==> config.mk <==
export PLATFORM = sky130hd
export DESIGN_NAME = brr_reset_ctrl
export DESIGN_NICKNAME = d
export VERILOG_FILES = /design/src/design/brr_pkg.sv /design/src/design/brr_filter.sv /design/src/design/brr_reset_ctrl.sv
export VERILOG_INCLUDE_DIRS = /design/src /design/src/design
export SDC_FILE = /design/constraint.sdc
export NUM_CORES = 1
export LEC_CHECK = 0
export BUFFER_PORTS_ARGS = -buffer_cell sky130_fd_sc_hd__buf_2
export CAP_MARGIN = 20
export CORE_MARGIN = 1
export CORE_UTILIZATION = 30
export DETAILED_ROUTE_END_ITERATION = 12
export MAX_ROUTING_LAYER = met4
export SLEW_MARGIN = 25
export SYNTH_ARGS = -nofsm -noshare
export SYNTH_HDL_FRONTEND = slang
export SYNTH_SLANG_ARGS = --single-unit
==> constraint.sdc <==
create_clock -name clk_sys -period 3.3 [get_ports clk_sys]
set_input_delay 0.495 -clock clk_sys [delete_from_list [all_inputs] [get_ports clk_sys]]
set_output_delay 0.495 -clock clk_sys [all_outputs]
set_load 0.05 [all_outputs]
==> src/design/brr_regs.svh <==
// Register offsets, field positions, reset values and timing counts
`ifndef BRR_REGS_SVH
`define BRR_REGS_SVH

`define BRR_OFS_LEVEL 4'h0
`define BRR_OFS_FILTER 4'h1
`define BRR_OFS_FLAGS 4'h2
`define BRR_OFS_STATUS 4'h3
`define BRR_OFS_IRQ_STAT 4'h4
`define BRR_OFS_IRQ_MASK 4'h5
`define BRR_OFS_WDT_CODE 4'h6

`define BRR_LEVEL_ENABLE 8'h5a
`define BRR_LEVEL_DISABLE 8'ha5
`define BRR_LEVEL_POR 8'h5a
`define BRR_WDT_ENABLE 5'h0a
`define BRR_WDT_DISABLE 5'h15
`define BRR_WDT_POR 5'h0a
`define BRR_FILTER_POR 2'h1

`define BRR_FLAG_WDTCFG 0
`define BRR_FLAG_CFGERR 1
`define BRR_FLAG_BROWN 2
`define BRR_STAT_EXPIRY 0
`define BRR_STAT_PDOWN 1

`define BRR_IRQ_BROWN 0
`define BRR_IRQ_CFGERR 1
`define BRR_IRQ_WDTCFG 2
`define BRR_IRQ_WDTTO 3

// Filter widths in slow oscillator periods (upper bound of each range)
`define BRR_FILT_W0 8'd8
`define BRR_FILT_W1 8'd32
`define BRR_FILT_W2 8'd64
`define BRR_FILT_W3 8'd128

`define BRR_SRESET_DEFAULT 16
`define BRR_CORE_RST_LEN 4'h4

`endif

==> src/design/brr_pkg.sv <==
// Types shared by the brown-out reset block
`default_nettype none
package brr_pkg;
  typedef enum logic [1:0] {
    BRR_MODE_FAST,
    BRR_MODE_SLOW,
    BRR_MODE_IDLE,
    BRR_MODE_SLEEP
  } brr_mode_t;
  typedef enum logic [1:0] {
    BRR_RST_NONE,
    BRR_RST_FULL,
    BRR_RST_PCSP
  } brr_rst_t;
endpackage : brr_pkg
`default_nettype wire

==> src/design/brr_filter.sv <==
// Low-supply persistence filter counting slow oscillator ticks
`default_nettype none
`include "brr_regs.svh"
module brr_filter (
  input wire logic clk_sys,
  input wire logic rst,
  input wire logic tick,
  input wire logic low_supply,
  input wire logic active,
  input wire logic [1:0] sel,
  output logic fire
);
  import brr_pkg::*;

  logic [7:0] count_reg;
  logic [7:0] limit;

  function automatic logic [7:0] width_of(input logic [1:0] s);
    unique case (s)
      2'h0: width_of = `BRR_FILT_W0;
      2'h1: width_of = `BRR_FILT_W1;
      2'h2: width_of = `BRR_FILT_W2;
      2'h3: width_of = `BRR_FILT_W3;
    endcase
  endfunction : width_of

  assign limit = width_of(sel);

  // Any gap in the low indication restarts the count
  always_ff @(posedge clk_sys) begin
    if (rst || !active || !low_supply) begin
      count_reg <= 8'h00; // [RULE4]
    end else if (tick && count_reg < limit) begin
      count_reg <= count_reg + 8'h01;
    end
  end

  assign fire = active && low_supply && (count_reg >= limit); // [RULE4] [RULE6]
endmodule : brr_filter
`default_nettype wire

==> src/design/brr_reset_ctrl.sv <==
// Brown-out configuration, reset cause flags and core reset control
// Function
// [RULE1] Level code 5A enables 2.1V detection, A5 disables it.
// [RULE2] Any other level code gives full reset after the soft reset delay.
// [RULE3] A corrupt level code reset reloads the level code to 5A.
// [RULE4] Brown-out reset only after low supply persists past filter time.
// [RULE5] A genuine brown-out reset keeps the level code unchanged.
// [RULE6] Filter select 0..3 gives 8, 32, 64, 128 slow periods; resets to 01.
// [RULE7] Filter register bits 7..2 read as zero.
// [RULE8] Brown-out event flag at bit 2 set by brown-out, cleared by software.
// [RULE9] Config error flag at bit 1 set by bad level code; software clears.
// [RULE10] Reset flag bits 7..3 read as zero.
// [RULE11] Watchdog timeout when running: full reset, expiry set, powerdown kept.
// [RULE12] Watchdog timeout asleep: clear PC and SP, set expiry and powerdown.
// [RULE13] Power-on clears both status flags; running brown-out keeps them.
// [RULE14] Power-on resets PC, interrupts, watchdog, timers, ports and SP.
// [RULE15] Watchdog config error flag at bit 0 set by bad watchdog code.
// [RULE16] Brown-out detection is suspended in sleep or idle.
// [RULE17] Soft reset delay is a parameter counted in slow oscillator cycles.
`default_nettype none
`include "brr_regs.svh"
module brr_reset_ctrl #(
  parameter int SRESET_CYCLES = `BRR_SRESET_DEFAULT
) (
  input wire logic clk_sys,
  input wire logic rst,
  input wire logic [3:0] avs_address,
  input wire logic avs_read,
  input wire logic avs_write,
  input wire logic [31:0] avs_writedata,
  output logic [31:0] avs_readdata,
  output logic avs_waitrequest,
  input wire logic low_supply_pin,
  input wire logic slow_osc_tick,
  input wire brr_pkg::brr_mode_t cpu_mode,
  input wire logic wdt_timeout,
  output logic core_full_reset,
  output logic core_pcsp_reset,
  output logic brownout_enabled,
  output logic irq
);
  import brr_pkg::*;

  // ------------------------------------------------------------
  // Input synchronisers
  // ------------------------------------------------------------
  logic low_meta_reg;
  logic low_sync_reg;
  always_ff @(posedge clk_sys) begin
    if (rst) begin
      low_meta_reg <= 1'b0;
      low_sync_reg <= 1'b0;
    end else begin
      low_meta_reg <= low_supply_pin;
      low_sync_reg <= low_meta_reg;
    end
  end

  // ------------------------------------------------------------
  // Registers and bus decode
  // ------------------------------------------------------------
  logic [7:0] level_reg;
  logic [1:0] filter_sel_reg;
  logic [4:0] wdt_code_reg;
  logic flag_brown_reg;
  logic flag_cfgerr_reg;
  logic flag_wdtcfg_reg;
  logic expiry_reg;
  logic pdown_reg;
  logic [3:0] irq_stat_reg;
  logic [3:0] irq_mask_reg;
  logic ack_reg;
  logic wr_hit;
  logic asleep;
  logic level_bad;
  logic wdt_bad;
  logic brown_fire;
  logic cfg_fire;
  logic wdtcfg_fire;
  logic wdt_run;
  logic wdt_sleep;
  logic [3:0] events;

  function automatic logic wr_at(input logic [3:0] ofs);
    wr_at = avs_write && ack_reg && (avs_address == ofs);
  endfunction : wr_at

  // One wait state: the access completes on the second edge
  always_ff @(posedge clk_sys) begin
    if (rst) begin
      ack_reg <= 1'b0;
    end else begin
      ack_reg <= (avs_read || avs_write) && !ack_reg;
    end
  end
  assign avs_waitrequest = (avs_read || avs_write) && !ack_reg;
  assign wr_hit = avs_write && ack_reg;

  // ------------------------------------------------------------
  // Reset source detection
  // ------------------------------------------------------------
  assign asleep = (cpu_mode == BRR_MODE_IDLE) ||
                  (cpu_mode == BRR_MODE_SLEEP);
  assign level_bad = (level_reg != `BRR_LEVEL_ENABLE) &&
                     (level_reg != `BRR_LEVEL_DISABLE); // [RULE2]
  assign wdt_bad = (wdt_code_reg != `BRR_WDT_ENABLE) &&
                   (wdt_code_reg != `BRR_WDT_DISABLE);
  assign brownout_enabled = (level_reg == `BRR_LEVEL_ENABLE) &&
                            !asleep; // [RULE1] [RULE16]

  brr_filter u_filter (
    .clk_sys(clk_sys),
    .rst(rst),
    .tick(slow_osc_tick),
    .low_supply(low_sync_reg),
    .active(brownout_enabled),
    .sel(filter_sel_reg),
    .fire(brown_fire)
  );

  // Soft reset delay counters for each corrupted code
  logic [15:0] lvl_dly_reg;
  logic [15:0] wdt_dly_reg;
  always_ff @(posedge clk_sys) begin
    if (rst || !level_bad || cfg_fire) begin
      lvl_dly_reg <= 16'h0000;
    end else if (slow_osc_tick) begin
      lvl_dly_reg <= lvl_dly_reg + 16'h0001; // [RULE17]
    end
  end
  always_ff @(posedge clk_sys) begin
    if (rst || !wdt_bad || wdtcfg_fire) begin
      wdt_dly_reg <= 16'h0000;
    end else if (slow_osc_tick) begin
      wdt_dly_reg <= wdt_dly_reg + 16'h0001;
    end
  end
  assign cfg_fire = level_bad &&
    (lvl_dly_reg >= 16'(SRESET_CYCLES)); // [RULE2]
  assign wdtcfg_fire = wdt_bad &&
    (wdt_dly_reg >= 16'(SRESET_CYCLES));
  assign wdt_run = wdt_timeout && !asleep;
  assign wdt_sleep = wdt_timeout && asleep;

  // ------------------------------------------------------------
  // Configuration registers
  // ------------------------------------------------------------
  always_ff @(posedge clk_sys) begin
    if (rst) begin
      level_reg <= `BRR_LEVEL_POR;
    end else if (cfg_fire) begin
      level_reg <= `BRR_LEVEL_POR; // [RULE3]
    end else if (wr_at(`BRR_OFS_LEVEL)) begin
      level_reg <= avs_writedata[7:0];
    end
    // A brown-out reset leaves level_reg alone [RULE5]
  end

  always_ff @(posedge clk_sys) begin
    if (rst) begin
      filter_sel_reg <= `BRR_FILTER_POR; // [RULE6]
    end else if (wr_at(`BRR_OFS_FILTER)) begin
      filter_sel_reg <= avs_writedata[1:0];
    end
  end

  always_ff @(posedge clk_sys) begin
    if (rst || wdtcfg_fire) begin
      wdt_code_reg <= `BRR_WDT_POR;
    end else if (wr_at(`BRR_OFS_WDT_CODE)) begin
      wdt_code_reg <= avs_writedata[4:0];
    end
  end

  // ------------------------------------------------------------
  // Reset cause flags: set wins over a software clear
  // ------------------------------------------------------------
  always_ff @(posedge clk_sys) begin
    if (rst) begin
      flag_brown_reg <= 1'b0;
      flag_cfgerr_reg <= 1'b0;
      flag_wdtcfg_reg <= 1'b0;
    end else begin
      if (brown_fire) begin
        flag_brown_reg <= 1'b1; // [RULE8]
      end else if (wr_at(`BRR_OFS_FLAGS)) begin
        flag_brown_reg <= flag_brown_reg &
          avs_writedata[`BRR_FLAG_BROWN];
      end
      if (level_bad) begin
        flag_cfgerr_reg <= 1'b1; // [RULE9]
      end else if (wr_at(`BRR_OFS_FLAGS)) begin
        flag_cfgerr_reg <= flag_cfgerr_reg &
          avs_writedata[`BRR_FLAG_CFGERR];
      end
      if (wdtcfg_fire) begin
        flag_wdtcfg_reg <= 1'b1; // [RULE15]
      end else if (wr_at(`BRR_OFS_FLAGS)) begin
        flag_wdtcfg_reg <= flag_wdtcfg_reg &
          avs_writedata[`BRR_FLAG_WDTCFG];
      end
    end
  end

  // Status flags: power-on clears, watchdog sets expiry (and powerdown only asleep), brown-out keeps
  always_ff @(posedge clk_sys) begin
    if (rst) begin
      expiry_reg <= 1'b0; // [RULE13]
      pdown_reg <= 1'b0;
    end else if (wdt_sleep) begin
      expiry_reg <= 1'b1; // [RULE12]
      pdown_reg <= 1'b1;
    end else if (wdt_run) begin
      expiry_reg <= 1'b1; // [RULE11]
    end
  end

  // ------------------------------------------------------------
  // Core reset outputs
  // ------------------------------------------------------------
  logic [3:0] full_len_reg;
  always_ff @(posedge clk_sys) begin
    if (rst) begin
      full_len_reg <= `BRR_CORE_RST_LEN; // [RULE14]
    end else if (brown_fire || cfg_fire || wdtcfg_fire || wdt_run) begin
      full_len_reg <= `BRR_CORE_RST_LEN; // [RULE2] [RULE4] [RULE11]
    end else if (full_len_reg != 4'h0) begin
      full_len_reg <= full_len_reg - 4'h1;
    end
  end
  assign core_full_reset = (full_len_reg != 4'h0); // [RULE14]

  always_ff @(posedge clk_sys) begin
    if (rst) begin
      core_pcsp_reset <= 1'b0;
    end else begin
      core_pcsp_reset <= wdt_sleep; // [RULE12]
    end
  end

  // ------------------------------------------------------------
  // Interrupt status and mask
  // ------------------------------------------------------------
  assign events = {wdt_timeout, wdtcfg_fire, cfg_fire, brown_fire};
  genvar gi;
  generate
    for (gi = 0; gi < 4; gi++) begin : g_irq
      // One register per bit, so each bit has a single writing process
      logic stat_bit_reg;
      always_ff @(posedge clk_sys) begin
        if (rst) begin
          stat_bit_reg <= 1'b0;
        end else if (events[gi]) begin
          stat_bit_reg <= 1'b1;
        end else if (wr_at(`BRR_OFS_IRQ_STAT) && avs_writedata[gi]) begin
          stat_bit_reg <= 1'b0;
        end
      end
      assign irq_stat_reg[gi] = stat_bit_reg;
    end
  endgenerate

  always_ff @(posedge clk_sys) begin
    if (rst) begin
      irq_mask_reg <= 4'h0;
    end else if (wr_at(`BRR_OFS_IRQ_MASK)) begin
      irq_mask_reg <= avs_writedata[3:0];
    end
  end
  assign irq = |(irq_stat_reg & irq_mask_reg);

  // ------------------------------------------------------------
  // Read data
  // ------------------------------------------------------------
  always_ff @(posedge clk_sys) begin
    if (rst) begin
      avs_readdata <= 32'h0000_0000;
    end else if (avs_read && !ack_reg) begin
      unique case (avs_address)
        `BRR_OFS_LEVEL: avs_readdata <= {24'h00_0000, level_reg};
        `BRR_OFS_FILTER: avs_readdata <= {30'h0, filter_sel_reg}; // [RULE7]
        `BRR_OFS_FLAGS: avs_readdata <= {29'h0, flag_brown_reg,
          flag_cfgerr_reg, flag_wdtcfg_reg}; // [RULE10]
        `BRR_OFS_STATUS: avs_readdata <= {30'h0, pdown_reg, expiry_reg};
        `BRR_OFS_IRQ_STAT: avs_readdata <= {28'h000_0000, irq_stat_reg};
        `BRR_OFS_IRQ_MASK: avs_readdata <= {28'h000_0000, irq_mask_reg};
        `BRR_OFS_WDT_CODE: avs_readdata <= {27'h0, wdt_code_reg};
        default: avs_readdata <= 32'h0000_0000;
      endcase
    end
  end
endmodule : brr_reset_ctrl
`default_nettype wire

==> results.sh <==
export IMPL_ios=82
export IMPL_comb_power_share=0.112
export IMPL_htree_levels=3
export IMPL_postLayoutCoreUtil=0.356
export IMPL_arrival_ns=1.91
export IMPL_fin_crit_ns=2.41
export IMPL_die_w_um=113
export IMPL_post_cts_hold_buffer_count=0
export IMPL_vias=2856
export IMPL_hp_class="primary input to register"
export IMPL_crit_family="simple AND/OR/NAND/NOR gates"
export IMPL_rsz0062_at_grt="false"
export IMPL_async_flop_share=0
export IMPL_rows=40
export IMPL_wl_per_cell_um=13.1
export IMPL_p_int_mw=1.64
export IMPL_synth_edf_count=0
export IMPL_worst_slew_pin_slew_ns=0.955
export IMPL_crit_chain="nand4bb_1 > nor3_1 > buf_2"
export IMPL_end_kind="primary output"
export IMPL_power_density_nw_per_um2=532
export IMPL_p_total_mw=2.28
export IMPL_numPortBuffers=32
export IMPL_dieArea_um2=12800
export IMPL_start_util=0.309
export IMPL_die_height_um=113
export IMPL_peakVddDrop_mv=0.243
export IMPL_worstSetupPathType="register to primary output"
export IMPL_sequentialPowerShare=0.469
export IMPL_setup_viol=0
export IMPL_drt_iter0_drc=115
export IMPL_p_switching_mw=0.637
export IMPL_yosys_warnings=0
export IMPL_grt_pass1_vias=2804
export IMPL_synth_top_area_frac=0.453
export IMPL_cts_tree="built"
export IMPL_antennaDiodeCount=0
export IMPL_ctsLongestPathBuffers=2
export IMPL_grt_total_usage=0.137
export IMPL_antenna_found_initial=0
export IMPL_syn_area_per_cell_um2=9.44
export IMPL_switching_share=0.280
export IMPL_crit_fanout=4
export IMPL_cpMaxStageDelayCell="nor3_1"
export IMPL_worstPathRequired_ns=2.80
export IMPL_post_cts_setup_buffer_count=0
export IMPL_grt_ovfl_total=0
export IMPL_first_pass_iters=4
export IMPL_ys_seq_area_frac=0.453
export IMPL_drive_gt1_frac=0.144
export IMPL_cap_violations=0
export IMPL_finalCritPeriodShare=0.729
export IMPL_holdWs_ns=0.380
export IMPL_netlist_instances=393
export IMPL_drc=0
export IMPL_slew_headroom=0.360
export IMPL_critPathBufInv=1
export IMPL_cts_made_buffers=9
export IMPL_clk_pin_slew_worst_paths_ns=0.06
export IMPL_wirelength_um=7830
export IMPL_hold_viol_final=0
export IMPL_power_leakage_nw=1.69
export IMPL_final_setup_skew_ns=0.00633
export IMPL_fmax_ghz=0.416
export IMPL_cts_sinks=84
export IMPL_root_buffer="clkbuf_16"
export IMPL_final_common_cell="dfxtp_1"
export IMPL_start_kind="register"
export IMPL_clk_latency_ns=0.34
export IMPL_n_fill_cell=1230
export IMPL_synth_area_leaders="dfxtp_1 45%, buf_4 4.9%, mux2i_1 4.6%"
export IMPL_syn_area_um2=3710
export IMPL_ant_nets=0
export IMPL_grt_max_degree=25
export IMPL_synth_top_cell_by_area="dfxtp_1"
export IMPL_synthFlopType="dfxtp_1"
export IMPL_area_growth_pct=15.5
export IMPL_fin_setup_tns_ns=0
export IMPL_status="finished, final reports clean"
export IMPL_final_cell_mix="84 x dfxtp_1, 46 x conb_1, 36 x nand2_1"
export IMPL_place_congestion=0.826
export IMPL_core_area_um2=12000
export IMPL_nNetsFinal=504
export IMPL_synth_distinct_cells=55
export IMPL_routed_via_density=4.77
export IMPL_hpwl_um=5840
export IMPL_cts_repair_resized=0
export IMPL_clkPwrFrac=0.419
export IMPL_synth_seq_cells=84
export IMPL_max_stage_delay_ns=0.60
export IMPL_grt_pass1_wl_um=13100
export IMPL_maxSlewViolCount=0
==> stage by stage <==
step | setup WS, ns | instance area, µm² | cells
final | 0.894 | 4280 | 599
after floorplan | 0.837 | 3880 | 438
after CTS | 0.835 | 4280 | 599
after global placement | 1.13 | 4000 | 583
after detailed placement | 1.09 | 4000 | 583
after global routing | 0.772 | 4280 | 599
==> area by class of cell <==
class                      instances  area [µm²]  area share
clock buffer                       9         225      0.0526
clock inverter                     7        57.6      0.0134
inverter                          14        52.6      0.0123
multi-input combinational        306        1920       0.449
sequential                        84        1680       0.393
tap                              147         184      0.0430
timing repair buffer              32         160      0.0374
==> logic make-up after synthesis <==
group | after synthesis | synth area share
xor gates and xnor gates | 10 | 0.0236
muxes | 19 | 0.0550
DFF | 84 | 0.453
and+or+nand+nor | 147 | 0.229
other | 1 | 0.00101
buffers and inverters | 48 | 0.0742
adders and majority gates | 12 | 0.0405
AOI/OAI and AO/OA | 72 | 0.123
==> worst reg2reg max path: cells and delay by family (launching register included) <==
kind                     cells  cell delay (ns)
adder cells (fa/ha/maj)      1             0.30
AO/OA/AOI/OAI                3             0.72
AND/OR/NAND/NOR              2             0.71
flip-flops                   1             0.42
==> final timing paths <==
kind | from | to | slack [ns] | depth (start not counted)
setup / recovery | level_reg[2] | brownout_enabled | 0.89 | 3
hold / removal | low_supply_pin | low_meta_reg | 0.38 | 2
setup reg to reg | filter_sel_reg[1] | u_filter.count_reg[7] | 1.07 | 6
hold reg to reg | low_meta_reg | low_sync_reg | 0.44 | 1
==> cells in the mapped netlist (5+ instances only) <==
| cell | n |
|---|---|
| o31ai_1 | 6 |
| clkbuf_1 | 6 |
| dfxtp_1 | 84 |
| mux2i_1 | 17 |
| nor4_1 | 8 |
| nand3_1 | 11 |
| ha_1 | 12 |
| nand2b_1 | 5 |
| nor2_1 | 29 |
| nand3b_1 | 5 |
| a21oi_1 | 32 |
| o21ai_1 | 7 |
| or4_1 | 8 |
| inv_1 | 13 |
| nand2_1 | 36 |
| nand4_1 | 9 |
| xor2_1 | 6 |
| buf_4 | 24 |
==> routing by layer <==
metal  track usage  share of wire  vias up
li1              -              -     1448
met5             -              0        -
met4        0.0561          0.014        0
met1         0.155           0.45     1348
met2         0.227           0.51       53
met3        0.0370          0.031        7
==> power by group through the flow <==
stage / sequential [mW] / clock, mW / combinational, mW
finish: 1.07 / 0.954 / 0.254
detailed placement: 1.09 / 0 / 0.254
global route: 1.07 / 1.03 / 0.275
floorplan: 1.09 / 0 / 0.217
global placement: 1.09 / 0 / 0.247
CTS: 1.07 / 0.980 / 0.255
Note: power is estimated with default switching activity, not from simulation.
